### src/verilog/bridge_window_pkg.sv
// shared constants, field layouts and carriers of the bridge window register bank
package bridge_window_pkg;

  // ****************************************
  // register byte offsets
  // ****************************************
  localparam logic [7:0] OFS_MEM_WINDOW = 8'h20;
  localparam logic [7:0] OFS_PREFETCH_WINDOW = 8'h24;
  localparam logic [7:0] OFS_PREFETCH_START_HIGH = 8'h28;
  localparam logic [7:0] OFS_PREFETCH_END_HIGH = 8'h2c;
  localparam logic [7:0] OFS_IO_WINDOW_HIGH = 8'h30;
  localparam logic [7:0] OFS_CAPABILITY_HEAD = 8'h34;
  localparam logic [7:0] OFS_OPTION_ROM = 8'h38;
  localparam logic [7:0] OFS_INTR_BRIDGE_CTRL = 8'h3c;
  localparam logic [7:0] OFS_EVENT_STATUS = 8'hf0;
  localparam logic [7:0] OFS_EVENT_CLEAR = 8'hf4;
  localparam logic [7:0] OFS_EVENT_ENABLE = 8'hf8;

  // ****************************************
  // fixed read values and reset values
  // ****************************************
  localparam logic [3:0] ADDR64_CAPABLE = 4'h1;
  localparam logic [7:0] CAP_HEAD_NORMAL = 8'h80;
  localparam logic [7:0] CAP_HEAD_LEGACY = 8'h90;
  localparam logic [7:0] INTR_PIN_VALUE = 8'h01;
  localparam logic [7:0] INTR_ROUTING_RESET = 8'h00;
  localparam logic [11:0] WINDOW_FIELD_RESET = 12'h000;
  localparam logic [15:0] IO_HIGH_RESET = 16'h0000;
  localparam logic [31:0] DWORD_RESET = 32'h00000000;

  // ****************************************
  // bridge control bit positions
  // ****************************************
  localparam int BC_PARITY_RESPONSE = 16;
  localparam int BC_SERR_FORWARD = 17;
  localparam int BC_ISA_MODE = 18;
  localparam int BC_VGA_ENABLE = 19;
  localparam int BC_VGA_16BIT = 20;
  localparam logic [4:0] BRIDGE_CTRL_RESET = 5'h00;

  // ****************************************
  // event bits of status, clear and enable
  // ****************************************
  localparam int EV_PARITY = 0;
  localparam int EV_SERR = 1;
  localparam int EV_UPSTREAM = 2;
  localparam int EV_WIDTH = 3;
  localparam logic [2:0] EV_RESET = 3'h0;

  // ****************************************
  // decode request carrier
  // ****************************************
  typedef struct packed {
    logic valid;
    logic is_io;
    logic [63:0] addr;
  } fwd_req_s;

endpackage

### src/verilog/bridge_window_config_regs.sv
// bridge window register bank with forwarding decode and error events
`timescale 1ns/10ps

module bridge_window_config_regs (
  input wire logic CLK_SYS,
  input wire logic RESETN,
  input wire logic [7:0] ADDR,
  input wire logic [31:0] WDATA,
  input wire logic WR,
  input wire logic RD,
  output logic [31:0] RDATA,
  input wire logic LEGACY_MODE,
  input wire logic SEC_PARITY_ERR,
  input wire logic SYSTEM_ERROR_PIN_N,
  input wire logic IO_ENABLE,
  input wire logic MEM_ENABLE,
  input wire logic [3:0] IO_BASE_NIBBLE,
  input wire logic [3:0] IO_LIMIT_NIBBLE,
  input wire logic [11:0] MEM_BASE_FIELD,
  input wire bridge_window_pkg::fwd_req_s FWD_REQ,
  output logic FWD_DONE,
  output logic FWD_DOWNSTREAM,
  output logic PARITY_RESPOND,
  output logic ERR_MSG_REQ,
  output logic IRQ
);

  // ****************************************
  // register map, one dword per offset
  // ****************************************
  // 20h [31:20] memory window end; [19:0] read zero
  // 24h [31:20] prefetch end; [19:16] and [3:0] read 0001; [15:4] prefetch start
  // 28h prefetch start, address bits 63:32
  // 2ch prefetch end, address bits 63:32
  // 30h [31:16] io end bits 31:16; [15:0] io start bits 31:16
  // 34h capability head, 80h, or 90h while legacy mode is seen
  // 38h option rom address, always zero, writes dropped
  // 3ch [20:16] bridge control; [15:8] pin byte 01h; [7:0] routing byte
  // f0h event status, sticky, read only
  // f4h event clear, ones clear, reads zero
  // f8h event enable, same layout as status
  // every other offset reads zero and drops writes
  // the low half of 20h and bridge bits 21 and up belong to neighbouring banks,
  // so a wider decoder must merge their read data with ours

  // ****************************************
  // register state
  // ****************************************
  logic [11:0] mem_end_q;
  logic [11:0] pf_start_q;
  logic [11:0] pf_end_q;
  logic [31:0] pf_start_hi_q;
  logic [31:0] pf_end_hi_q;
  logic [15:0] io_start_hi_q;
  logic [15:0] io_end_hi_q;
  logic [7:0] intr_routing_q;
  logic [4:0] bridge_ctrl_q;
  logic [2:0] ev_status_q;
  logic [2:0] ev_status_d;
  logic [2:0] ev_enable_q;
  logic [31:0] rdata_q;
  logic [31:0] rdata_d;

  // synchroniser chains for pins from outside the clock domain
  logic legacy_s1_q;
  logic legacy_s2_q;
  logic parity_s1_q;
  logic parity_s2_q;
  logic parity_s3_q;
  logic serr_s1_q;
  logic serr_s2_q;
  logic serr_s3_q;

  // registered outputs
  logic fwd_done_q;
  logic fwd_down_q;
  logic parity_resp_q;
  logic err_msg_q;
  logic irq_q;

  // ****************************************
  // helpers
  // ****************************************
  // inclusive window check, shared by the io, memory, prefetch and vga frame buffer decodes
  // unsigned compare, so a start of zero is a valid lower bound
  function automatic logic in_window(input logic [63:0] a, input logic [63:0] lo,
                                     input logic [63:0] hi);
    in_window = (a >= lo) && (a <= hi);
  endfunction

  // write a selected dword only when the strobe and the offset agree
  // all eight address bits are compared, so no offset aliases another
  function automatic logic hit(input logic strobe, input logic [7:0] a,
                               input logic [7:0] ofs);
    hit = strobe && (a == ofs);
  endfunction

  // ****************************************
  // write decode
  // ****************************************
  // the bus carries no byte enables, so every write is a whole dword
  // a write is taken in its strobe cycle and lands at that edge; the bank
  // never stalls the host, so there is no ready or wait state anywhere
  wire wr_mem = hit(WR, ADDR, bridge_window_pkg::OFS_MEM_WINDOW);
  wire wr_pf = hit(WR, ADDR, bridge_window_pkg::OFS_PREFETCH_WINDOW);
  wire wr_pf_start_hi = hit(WR, ADDR, bridge_window_pkg::OFS_PREFETCH_START_HIGH);
  wire wr_pf_end_hi = hit(WR, ADDR, bridge_window_pkg::OFS_PREFETCH_END_HIGH);
  wire wr_io_hi = hit(WR, ADDR, bridge_window_pkg::OFS_IO_WINDOW_HIGH);
  wire wr_intr_bc = hit(WR, ADDR, bridge_window_pkg::OFS_INTR_BRIDGE_CTRL);
  wire wr_ev_clear = hit(WR, ADDR, bridge_window_pkg::OFS_EVENT_CLEAR);
  wire wr_ev_enable = hit(WR, ADDR, bridge_window_pkg::OFS_EVENT_ENABLE);

  // ****************************************
  // window registers
  // ****************************************
  // writes to the capability head and option rom offsets fall through untouched
  // fixed read-only bits are not stored at all; they are tied in the read mux
  always_ff @(posedge CLK_SYS or negedge RESETN) begin
    if (!RESETN) begin
      mem_end_q <= bridge_window_pkg::WINDOW_FIELD_RESET;
      pf_start_q <= bridge_window_pkg::WINDOW_FIELD_RESET;
      pf_end_q <= bridge_window_pkg::WINDOW_FIELD_RESET;
      pf_start_hi_q <= bridge_window_pkg::DWORD_RESET;
      pf_end_hi_q <= bridge_window_pkg::DWORD_RESET;
      io_start_hi_q <= bridge_window_pkg::IO_HIGH_RESET;
      io_end_hi_q <= bridge_window_pkg::IO_HIGH_RESET;
    end else begin
      if (wr_mem) begin
        mem_end_q <= WDATA[31:20];
      end
      if (wr_pf) begin
        pf_start_q <= WDATA[15:4];
        pf_end_q <= WDATA[31:20];
      end
      if (wr_pf_start_hi) begin
        pf_start_hi_q <= WDATA;
      end
      if (wr_pf_end_hi) begin
        pf_end_hi_q <= WDATA;
      end
      if (wr_io_hi) begin
        io_start_hi_q <= WDATA[15:0];
        io_end_hi_q <= WDATA[31:16];
      end
    end
  end

  // interrupt routing byte and the bridge control bits held here
  // the routing byte is only stored for software; nothing here decodes it
  always_ff @(posedge CLK_SYS or negedge RESETN) begin
    if (!RESETN) begin
      intr_routing_q <= bridge_window_pkg::INTR_ROUTING_RESET;
      bridge_ctrl_q <= bridge_window_pkg::BRIDGE_CTRL_RESET;
    end else if (wr_intr_bc) begin
      intr_routing_q <= WDATA[7:0];
      bridge_ctrl_q <= WDATA[bridge_window_pkg::BC_VGA_16BIT:bridge_window_pkg::BC_PARITY_RESPONSE];
    end
  end

  // named control bits; only 20:16 live here, so each index is rebased by 16
  // and all five leave reset at zero: no gating, no vga, no isa alias
  wire bc_parity = bridge_ctrl_q[bridge_window_pkg::BC_PARITY_RESPONSE - 16];
  wire bc_serr = bridge_ctrl_q[bridge_window_pkg::BC_SERR_FORWARD - 16];
  wire bc_isa = bridge_ctrl_q[bridge_window_pkg::BC_ISA_MODE - 16];
  wire bc_vga = bridge_ctrl_q[bridge_window_pkg::BC_VGA_ENABLE - 16];
  wire bc_vga16 = bridge_ctrl_q[bridge_window_pkg::BC_VGA_16BIT - 16];

  // ****************************************
  // pin synchronisers
  // ****************************************
  // stage one feeds stage two only; edge detection looks at later stages
  // the error pins are slow levels: a pulse shorter than one clock may be
  // missed, which was traded for a plain chain with no pulse stretcher
  // the system error chain idles high so its release from reset is no edge
  // legacy mode is a level and needs no third stage
  always_ff @(posedge CLK_SYS or negedge RESETN) begin
    if (!RESETN) begin
      legacy_s1_q <= 1'b0;
      legacy_s2_q <= 1'b0;
      parity_s1_q <= 1'b0;
      parity_s2_q <= 1'b0;
      parity_s3_q <= 1'b0;
      serr_s1_q <= 1'b1;
      serr_s2_q <= 1'b1;
      serr_s3_q <= 1'b1;
    end else begin
      legacy_s1_q <= LEGACY_MODE;
      legacy_s2_q <= legacy_s1_q;
      parity_s1_q <= SEC_PARITY_ERR;
      parity_s2_q <= parity_s1_q;
      parity_s3_q <= parity_s2_q;
      serr_s1_q <= SYSTEM_ERROR_PIN_N;
      serr_s2_q <= serr_s1_q;
      serr_s3_q <= serr_s2_q;
    end
  end

  // ****************************************
  // error handling
  // ****************************************
  // a parity error is acted on only at its rising edge and only when enabled
  // one response per edge however long the pin stays up; with the bit clear
  // the edge is dropped, not held back, so setting the bit later acts on nothing
  wire parity_edge = parity_s2_q && !parity_s3_q;
  wire parity_take = parity_edge && bc_parity;
  // a falling edge on the active-low system error pin asks for one message
  wire serr_edge = !serr_s2_q && serr_s3_q;
  wire serr_take = serr_edge && bc_serr;

  // ****************************************
  // forwarding decode
  // ****************************************
  // limits imply all-ones low bits so a window covers its whole last block
  // limitations a user must know:
  // the lower io nibbles and the memory start field come in as ports
  // the io window is 32 bits wide, its upper dword is forced to zero
  // a start above the end gives an empty window that forwards nothing
  // plain and prefetch memory windows may overlap; either hit forwards
  // addresses are unsigned; nothing wraps past the top of the space
  wire [63:0] req_addr = FWD_REQ.addr;
  wire [63:0] io_lo = {32'h00000000, io_start_hi_q, IO_BASE_NIBBLE, 12'h000};
  wire [63:0] io_hi = {32'h00000000, io_end_hi_q, IO_LIMIT_NIBBLE, 12'hfff};
  wire [63:0] mem_lo = {32'h00000000, MEM_BASE_FIELD, 20'h00000};
  wire [63:0] mem_hi = {32'h00000000, mem_end_q, 20'hfffff};
  wire [63:0] pf_lo = {pf_start_hi_q, pf_start_q, 20'h00000};
  wire [63:0] pf_hi = {pf_end_hi_q, pf_end_q, 20'hfffff};

  wire io_win_hit = in_window(req_addr, io_lo, io_hi);
  wire mem_win_hit = in_window(req_addr, mem_lo, mem_hi);
  wire pf_win_hit = in_window(req_addr, pf_lo, pf_hi);

  // isa aliasing: within the first 64KB, offsets 100h-3ffh of each 1KB block stay up
  wire isa_low64k = (req_addr[63:16] == 48'h000000000000);
  wire isa_top768 = (req_addr[9:8] != 2'h0);
  wire isa_upstream = bc_isa && isa_low64k && isa_top768;

  // vga io ports 3b0h-3bbh and 3c0h-3dfh; the 10-bit form ignores bits 31:10
  wire vga_upper_ok = bc_vga16 ? (req_addr[63:10] == 54'h0) : (req_addr[63:32] == 32'h0);
  wire vga_io_b = (req_addr[9:0] >= 10'h3b0) && (req_addr[9:0] <= 10'h3bb);
  wire vga_io_c = (req_addr[9:0] >= 10'h3c0) && (req_addr[9:0] <= 10'h3df);
  wire vga_io_hit = vga_upper_ok && (vga_io_b || vga_io_c);
  // vga frame buffer a0000h-bffffh
  wire vga_mem_hit = in_window(req_addr, 64'h00000000000a0000, 64'h00000000000bffff);

  // vga decode bypasses the isa aliasing and the windows
  // an enable that is off wins over every hit, vga included
  wire io_down = IO_ENABLE && ((bc_vga && vga_io_hit) || (io_win_hit && !isa_upstream));
  wire mem_down = MEM_ENABLE && ((bc_vga && vga_mem_hit) || mem_win_hit || pf_win_hit);
  wire fwd_down_d = FWD_REQ.is_io ? io_down : mem_down;
  // an io request that the isa alias turns back is reported as an event
  wire upstream_take = FWD_REQ.valid && FWD_REQ.is_io && io_win_hit && isa_upstream
                       && !(bc_vga && vga_io_hit);

  // one-cycle decode answer, registered
  // a request every cycle is fine: each answer stands for exactly one cycle
  // and depends only on that request, the enable and window ports and the registers at its edge
  always_ff @(posedge CLK_SYS or negedge RESETN) begin
    if (!RESETN) begin
      fwd_done_q <= 1'b0;
      fwd_down_q <= 1'b0;
      parity_resp_q <= 1'b0;
      err_msg_q <= 1'b0;
    end else begin
      fwd_done_q <= FWD_REQ.valid;
      fwd_down_q <= FWD_REQ.valid && fwd_down_d;
      parity_resp_q <= parity_take;
      err_msg_q <= serr_take;
    end
  end

  // ****************************************
  // event status, clear and enable
  // ****************************************
  // a new event in the cycle of its clear survives: set wins
  // bit 0: parity error acted on while bit 16 is set
  // bit 1: system error forwarded while bit 17 is set
  // bit 2: io request turned back upstream by the isa alias
  // clear and enable use the same layout; unused write bits are dropped
  // status survives a mask change; only a clear write drops a bit
  wire [2:0] ev_set = {upstream_take, serr_take, parity_take};
  wire [2:0] ev_clr = wr_ev_clear ? WDATA[2:0] : 3'h0;
  assign ev_status_d = (ev_status_q & ~ev_clr) | ev_set;

  // the level is worked out from next status and next enable, so it follows
  // a set, a clear or an enable write at the same edge, with no extra lag
  always_ff @(posedge CLK_SYS or negedge RESETN) begin
    if (!RESETN) begin
      ev_status_q <= bridge_window_pkg::EV_RESET;
      ev_enable_q <= bridge_window_pkg::EV_RESET;
      irq_q <= 1'b0;
    end else begin
      ev_status_q <= ev_status_d;
      if (wr_ev_enable) begin
        ev_enable_q <= WDATA[2:0];
      end
      irq_q <= |(ev_status_d & (wr_ev_enable ? WDATA[2:0] : ev_enable_q));
    end
  end

  // ****************************************
  // read mux
  // ****************************************
  // fields owned by neighbouring blocks read as zero here
  wire [31:0] rd_mem = {mem_end_q, 4'h0, 16'h0000};
  wire [31:0] rd_pf = {pf_end_q, bridge_window_pkg::ADDR64_CAPABLE,
                       pf_start_q, bridge_window_pkg::ADDR64_CAPABLE};
  wire [7:0] cap_head = legacy_s2_q ? bridge_window_pkg::CAP_HEAD_LEGACY
                                    : bridge_window_pkg::CAP_HEAD_NORMAL;
  wire [31:0] rd_intr_bc = {11'h000, bridge_ctrl_q,
                            bridge_window_pkg::INTR_PIN_VALUE, intr_routing_q};

  // offset select; the write-only clear and unmapped offsets hit the default
  always_comb begin
    rdata_d = 32'h00000000;
    case (ADDR)
      bridge_window_pkg::OFS_MEM_WINDOW: rdata_d = rd_mem;
      bridge_window_pkg::OFS_PREFETCH_WINDOW: rdata_d = rd_pf;
      bridge_window_pkg::OFS_PREFETCH_START_HIGH: rdata_d = pf_start_hi_q;
      bridge_window_pkg::OFS_PREFETCH_END_HIGH: rdata_d = pf_end_hi_q;
      bridge_window_pkg::OFS_IO_WINDOW_HIGH: rdata_d = {io_end_hi_q, io_start_hi_q};
      bridge_window_pkg::OFS_CAPABILITY_HEAD: rdata_d = {24'h000000, cap_head};
      bridge_window_pkg::OFS_OPTION_ROM: rdata_d = bridge_window_pkg::DWORD_RESET;
      bridge_window_pkg::OFS_INTR_BRIDGE_CTRL: rdata_d = rd_intr_bc;
      bridge_window_pkg::OFS_EVENT_STATUS: rdata_d = {29'h00000000, ev_status_q};
      bridge_window_pkg::OFS_EVENT_ENABLE: rdata_d = {29'h00000000, ev_enable_q};
      default: rdata_d = 32'h00000000;
    endcase
  end

  // read data stands only in the cycle after the strobe, zero otherwise
  // zero outside the slot lets several banks share one read bus by or-ing;
  // reads have no side effects, so a repeated read is always harmless
  always_ff @(posedge CLK_SYS or negedge RESETN) begin
    if (!RESETN) begin
      rdata_q <= 32'h00000000;
    end else begin
      rdata_q <= RD ? rdata_d : 32'h00000000;
    end
  end

  // ****************************************
  // outputs
  // ****************************************
  // every output is a flop: decode answers one cycle after the request,
  // pin events three cycles after the pin moves, read data one cycle after
  // the strobe; none is combinational from an input
  assign RDATA = rdata_q;
  assign FWD_DONE = fwd_done_q;
  assign FWD_DOWNSTREAM = fwd_down_q;
  assign PARITY_RESPOND = parity_resp_q;
  assign ERR_MSG_REQ = err_msg_q;
  assign IRQ = irq_q;

endmodule

### config.mk
export PLATFORM = sky130hd
export DESIGN_NAME = bridge_window_config_regs
export DESIGN_NICKNAME = d
export VERILOG_FILES = /design/src/verilog/bridge_window_pkg.sv /design/src/verilog/bridge_window_config_regs.sv
export SDC_FILE = /design/constraint.sdc
export NUM_CORES = 1
export LEC_CHECK = 0
export BUFFER_PORTS_ARGS = -buffer_cell sky130_fd_sc_hd__buf_2
export CORE_ASPECT_RATIO = 0.75
export CORE_MARGIN = 8
export CORE_UTILIZATION = 50
export DETAILED_ROUTE_END_ITERATION = 6
export GPL_TIMING_DRIVEN = 0
export PLACE_DENSITY = 0.71
export SYNTH_ARGS = -nofsm -noshare
export SYNTH_HDL_FRONTEND = slang
export SYNTH_SLANG_ARGS = --single-unit
### constraint.sdc
create_clock -name CLK_SYS -period 2.4 [get_ports CLK_SYS]
set_clock_uncertainty 0.15 [all_clocks]
set_input_delay 0.36 -clock CLK_SYS [delete_from_list [all_inputs] [get_ports CLK_SYS]]
set_output_delay 0.36 -clock CLK_SYS [all_outputs]
set_load 0.05 [all_outputs]
== Word level (Yosys, flattened, before mapping) ==
Cells that the tools add are included.

* Output and inout bits: 37
* Flip-flop bits (word level): 196

* $lt $le $gt $ge: 12
* Bitwise logic cells: 4
* Equal/unequal tests: 10
* Reduce and logical (&&, ||, !) cells: 44
* Muxes and demuxes: 7

{| class="wikitable"
|+ Operators with widths
! operator !! count
|-
| 32-bit case mux with 9 select lines || 1
|-
| 64-bit by 32-bit >= comparator with 1-bit output || 2
|-
| 64-bit by 32-bit <= comparator with 1-bit output || 2
|-
| 64-bit by 20-bit >= comparator with 1-bit output, second input constant || 1
|-
| 64-bit >= comparator || 1
|-
| 64-bit by 20-bit <= comparator with 1-bit output, second input constant || 1
|-
| 64-bit <= comparator || 1
|-
| 8-bit by 6-bit equality test with 1-bit output, second input constant || 7
|-
| 54-bit logical NOT || 1
|-
| 48-bit logical NOT || 1
|-
| 32-bit logical NOT || 1
|-
| 32-bit two-way mux || 1
|-
| 1-bit logical AND || 31
|-
| 8-bit equality test, second input constant || 3
|-
| 10-bit >= comparator, second input constant || 2
|-
| 10-bit <= comparator, second input constant || 2
|-
| 3-bit AND || 2
|-
| 3-bit two-way mux || 2
|-
| 5-bit two-way mux || 1
|-
| 1-bit logical NOT || 4
|-
| 1-bit logical OR || 4
|-
| 3-bit inverter || 1
|-
| 3-bit bitwise OR || 1
|-
| 3-bit OR reduction || 1
|-
| 2 further kinds || 3
|}

== Logic depth before layout (Yosys ltp) ==
* Depth in word-level cells: 10
* Gate-level depth with buffers: 9

== Worst setup path before layout ==
OpenSTA, ideal clock, no wires.

* Path type: reg2reg
* Start point: register io_start_hi_q[5]
* End point: register fwd_down_q (netlist: FWD_DOWNSTREAM)
* Arrival time: 1.774 ns
* Slack: 0.336 ns
* Stages on the path, launching flop included: 10
* Path through: dfrtp_1 inv_1 ha_1 a21o_1 nand3_1 a21oi_1 a2111oi_0 o211ai_2 a31oi_1 o221ai_2

* Word-level cells in the longest chain between the ends: 7

{| class="wikitable"
|+ RTL lines
! what !! RTL line !! source
|-
| start: declaration || bridge_window_config_regs.sv:54 || <nowiki>logic [15:0] io_start_hi_q;</nowiki>
|-
| start signal: assignment || bridge_window_config_regs.sv:125 || <nowiki>io_start_hi_q <= bridge_window_pkg::IO_HIGH_RESET;</nowiki>
|-
| start signal: assignment || bridge_window_config_regs.sv:142 || <nowiki>io_start_hi_q <= WDATA[15:0];</nowiki>
|-
| 64-bit by 32-bit >= comparator with 1-bit output || bridge_window_config_regs.sv:88 || <nowiki>in_window = (a >= lo) && (a <= hi);</nowiki>
|-
| 1-bit logical AND || bridge_window_config_regs.sv:88 ||
|-
| 1-bit logical AND || bridge_window_config_regs.sv:247 || <nowiki>wire io_down = IO_ENABLE && ((bc_vga && vga_io_hit) || (io_win_hit && !isa_upstream));</nowiki>
|-
| 1-bit logical OR || bridge_window_config_regs.sv:247 ||
|-
| 1-bit logical AND || bridge_window_config_regs.sv:247 ||
|-
| 1-bit two-way mux || bridge_window_config_regs.sv:249 || <nowiki>wire fwd_down_d = FWD_REQ.is_io ? io_down : mem_down;</nowiki>
|-
| 1-bit logical AND || bridge_window_config_regs.sv:265 || <nowiki>fwd_down_q <= FWD_REQ.valid && fwd_down_d;</nowiki>
|-
| end signal: assignment || bridge_window_config_regs.sv:265 ||
|-
| end: declaration || bridge_window_config_regs.sv:76 || <nowiki>logic fwd_down_q;</nowiki>
|}

No other way between the ends.
A chain may end at the register's enable or synchronous reset.

== Worst setup path in the final report ==
* Start point: register io_end_hi_q[11]
* End point: register fwd_down_q (netlist: FWD_DOWNSTREAM)

* Word-level cells in the longest chain between the ends: 7

{| class="wikitable"
|+ RTL lines
! what !! RTL line !! source
|-
| start: declaration || bridge_window_config_regs.sv:55 || <nowiki>logic [15:0] io_end_hi_q;</nowiki>
|-
| start signal: assignment || bridge_window_config_regs.sv:126 || <nowiki>io_end_hi_q <= bridge_window_pkg::IO_HIGH_RESET;</nowiki>
|-
| start signal: assignment || bridge_window_config_regs.sv:143 || <nowiki>io_end_hi_q <= WDATA[31:16];</nowiki>
|-
| 64-bit by 32-bit <= comparator with 1-bit output || bridge_window_config_regs.sv:88 ||
|-
| 1-bit logical AND || bridge_window_config_regs.sv:88 ||
|-
| 1-bit logical AND || bridge_window_config_regs.sv:247 ||
|-
| 1-bit logical OR || bridge_window_config_regs.sv:247 ||
|-
| 1-bit logical AND || bridge_window_config_regs.sv:247 ||
|-
| 1-bit two-way mux || bridge_window_config_regs.sv:249 ||
|-
| 1-bit logical AND || bridge_window_config_regs.sv:265 ||
|}

No other way between the ends.

==> summary.txt <==
routed vias: 10089
die height: 150 um
Post-DRT Antenna Nets: 0
Clock H-tree levels: 4
worst path arrival time: 2.61 ns
Mapped Cells: 1166
MaxCap Viol Count: 0
CP max FO: 2
Min Hold Slack: 0.0164 ns
Hold Crit Class: input port to flip-flop
vias in the first global route: 10443
Critical-path top delay cell: dfrtp_1
final core utilization: 59.1%
CTS buffer count: 17
RD Place Congestion: 1.03
unrepaired setup endpoints after global routing: yes
sequential fraction of the synthesis area: 40.9%
total global-route track usage: 26.4%
Rel. slew slack: 43.0%
synthesis-to-finish area growth: 17.3%
synth warn: 0
synthesized flop and latch total: 196
Clk Latency, worst-skew pair: 0.46 ns
clk buf depth: 2
largest net degree at the start of global routing: 115
I/O Buffers: 170
number of cells on the worst hold path: 2
layout cells sized above 1: 28.8%
Final Cycle Share: 101%
DRT iter0 DRCs: 801
Gate power share: 15.3%
ys async rst share: 100%
final worst setup slack: -0.0184 ns
NetSw: 2.32 mW
Slowest Stage Delay on Critical Path: 0.41 ns
CP Cell Sequence: inv_2 > ha_4 > and2_4 > a221o_1 > a221oi_2 > nand3_1 > nand2_2 > a31oi_4 > o221ai_2
first-pass GRT wire length: 59100 um
Core Area: 23800 sq um
# setup viols final: 1
clk slew on worst S/H paths: 0.09 ns
clock root buffer: clkbuf_16
Internal Power: 5.33 mW
Req. time, crit path: 2.59 ns
final net count: 1651
Synth top area share: 40.3%
cell taking the most area after synthesis: dfrtp_1
worst IR drop on VDD: 517 uV
worst-margin pin slew: 0.855 ns
Wirelength per Cell: 22.8 um
commonest cells after routing, fill and taps aside: 193 x dfrtp_1, 184 x buf_2, 157 x inv_1
final wirelength: 38500 um
nature of the critical path startpoint: flip-flop
Post-synth EDFFs: 0
Post-synth top flop: dfrtp_1
Initial DRT Pass Iterations: 5
Post-Syn Area: 12000 sq um
final hold violations: 0
synth top area cells: dfrtp_1 40%, ha_1 16%, mux2_2 14%
initial antenna violation count: 6
WS Path Type: flip-flop to flip-flop
Power Dens Cells: 544 nW/um^2
sequential power share: 46.3%
IO Pins: 172
Distinct cells, synth: 56
TritonCTS clock tree: built
Die X: 195 um
Final HPWL DP: 30200 um
drt drc: 0
Fmax achieved: 413 MHz
Total Die Area: 29200 sq um
fin crit period: 2.42 ns
final slew viol count: 0
commonest non-fill, non-tap cell in the layout: dfrtp_1
Avg Inst Size Synth: 10.3 sq um
Worst R2R Path Depth: 9
violated checks: negative setup slack
status: finished with violations
Sw Share: 30.3%
clock share of power: 38.4%
CP Capture Type: flip-flop
LEAKAGE: 6.72 nW
clk sink count: 196
Fillers: 2047
row count: 49
DR vias/cell: 5.97
GRT overflow: 0
initial core utilization: 50.4%
Synthesized Nets: 1453
## registers in the layout, indices dropped and copies added (netlist names), 3 cells and up
signal	cells
pf_end_q	12
ev_enable_q	3
pf_start_hi_q	32
pf_start_q	12
pf_end_hi_q	32
mem_end_q	12
io_end_hi_q	16
intr_routing_q	8
RDATA	32
io_start_hi_q	16
ev_status_q	3
bridge_ctrl_q	5
## final cells by class
cell class	count	area (sq um)	area share (%)
antenna	6	15.0	0.107
buffer	36	154	1.09
clock buffer	17	425	3.02
clock inverter	15	173	1.23
inverter	160	601	4.27
multi-input combinational	774	6440	45.8
sequential	196	4910	34.9
tap	306	383	2.72
timing repair buffer	179	961	6.83
## worst max-delay path: cells and delay by family, from the launching register on
kind	cells	cell delay, ns
adders and majority gates	1	0.19
buffers and inverters	1	0.07
DFF	1	0.41
and+or+nand+nor	3	0.44
AOI/OAI and AO/OA	4	1.02
## synthesized netlist by cell type (all sizes together) (3+ instances only)
cell type,number
dfrtp,193
inv,160
ha,152
mux2,148
a21oi,85
nand2,74
o21ai,51
nor2,44
nand4,35
a22oi,29
a21o,25
nor4,20
buf,18
clkbuf,18
nand3,15
a221oi,14
mux2i,10
a222oi,9
and3,6
nor3,5
and4,4
nor2b,4
or4,4
a2111oi,3
a211oi,3
a31oi,3
and3b,3
dfstp,3
nor4b,3
o211ai,3
## kinds of logic (layout without fill, tap and decap cells)
kind of cell,count (synthesis),count (layout),share of synthesized area [%]
AND/OR/NAND/NOR,227,227,9.64
multiplexers,158,158,14.7
buffers and inverters,196,407,6.29
adder cells (fa/ha/maj),152,152,15.9
other,0,6,0
flip-flops,196,196,40.9
AO/OA/AOI/OAI,237,237,12.6
## power groups by stage
stage,Combinational (mW),Sequential [mW],Clock (mW)
3_3_place_gp,1.05,3.59,0
5_1_grt,1.30,3.56,3.11
6_report,1.17,3.54,2.94
2_1_floorplan,0.606,3.57,0
3_5_place_dp,1.12,3.60,0
4_1_cts,1.15,3.54,2.96
## worst paths after layout
path                                 start                 to  slack [ns]
max                        io_end_hi_q[11]     FWD_DOWNSTREAM       -0.02
min                               WDATA[8]     pf_end_hi_q[8]        0.02
max reg2reg                io_end_hi_q[11]     FWD_DOWNSTREAM       -0.02
min reg2reg                    legacy_s1_q        legacy_s2_q        0.21
max in group asynchronous           RESETN  pf_start_hi_q[18]        0.77
min in group asynchronous           RESETN  pf_start_hi_q[10]        0.33
## metrics by stage
step | TNS [ns] | worst slack [ns] | cell area (sq um) | power (mW) | cells
floorplan | 0 | 0.336 | 12000 | 4.18 | 1166
global placement | -499.36 | -2.51 | 13200 | 4.65 | 1642
detailed placement | -17.40 | -0.490 | 13300 | 4.72 | 1643
CTS | -0.0347 | -0.0288 | 14000 | 7.65 | 1682
global route | -0.179 | -0.0968 | 14100 | 7.97 | 1687
finish | -0.0184 | -0.0184 | 14100 | 7.65 | 1689
## per-layer routing
layer  global-route usage [%]  vias up  routed length (um)
li1                         -     4612                   -
met1                     36.1     4939               17000
met2                     40.0      471               16700
met4                     8.73        4                 867
met3                     7.33       63                3910
met5                        0        -                  19
## timing repair
action,4_1_cts,5_1_grt
endpoints found under the hold margin,86,0
pin swaps,7,2
gates cloned,0,0
setup buffers,2,1
setup endpoints to repair,3,3
resized for setup,17,6
hold buffers,5,0
Power figures use the tool's default switching activity.
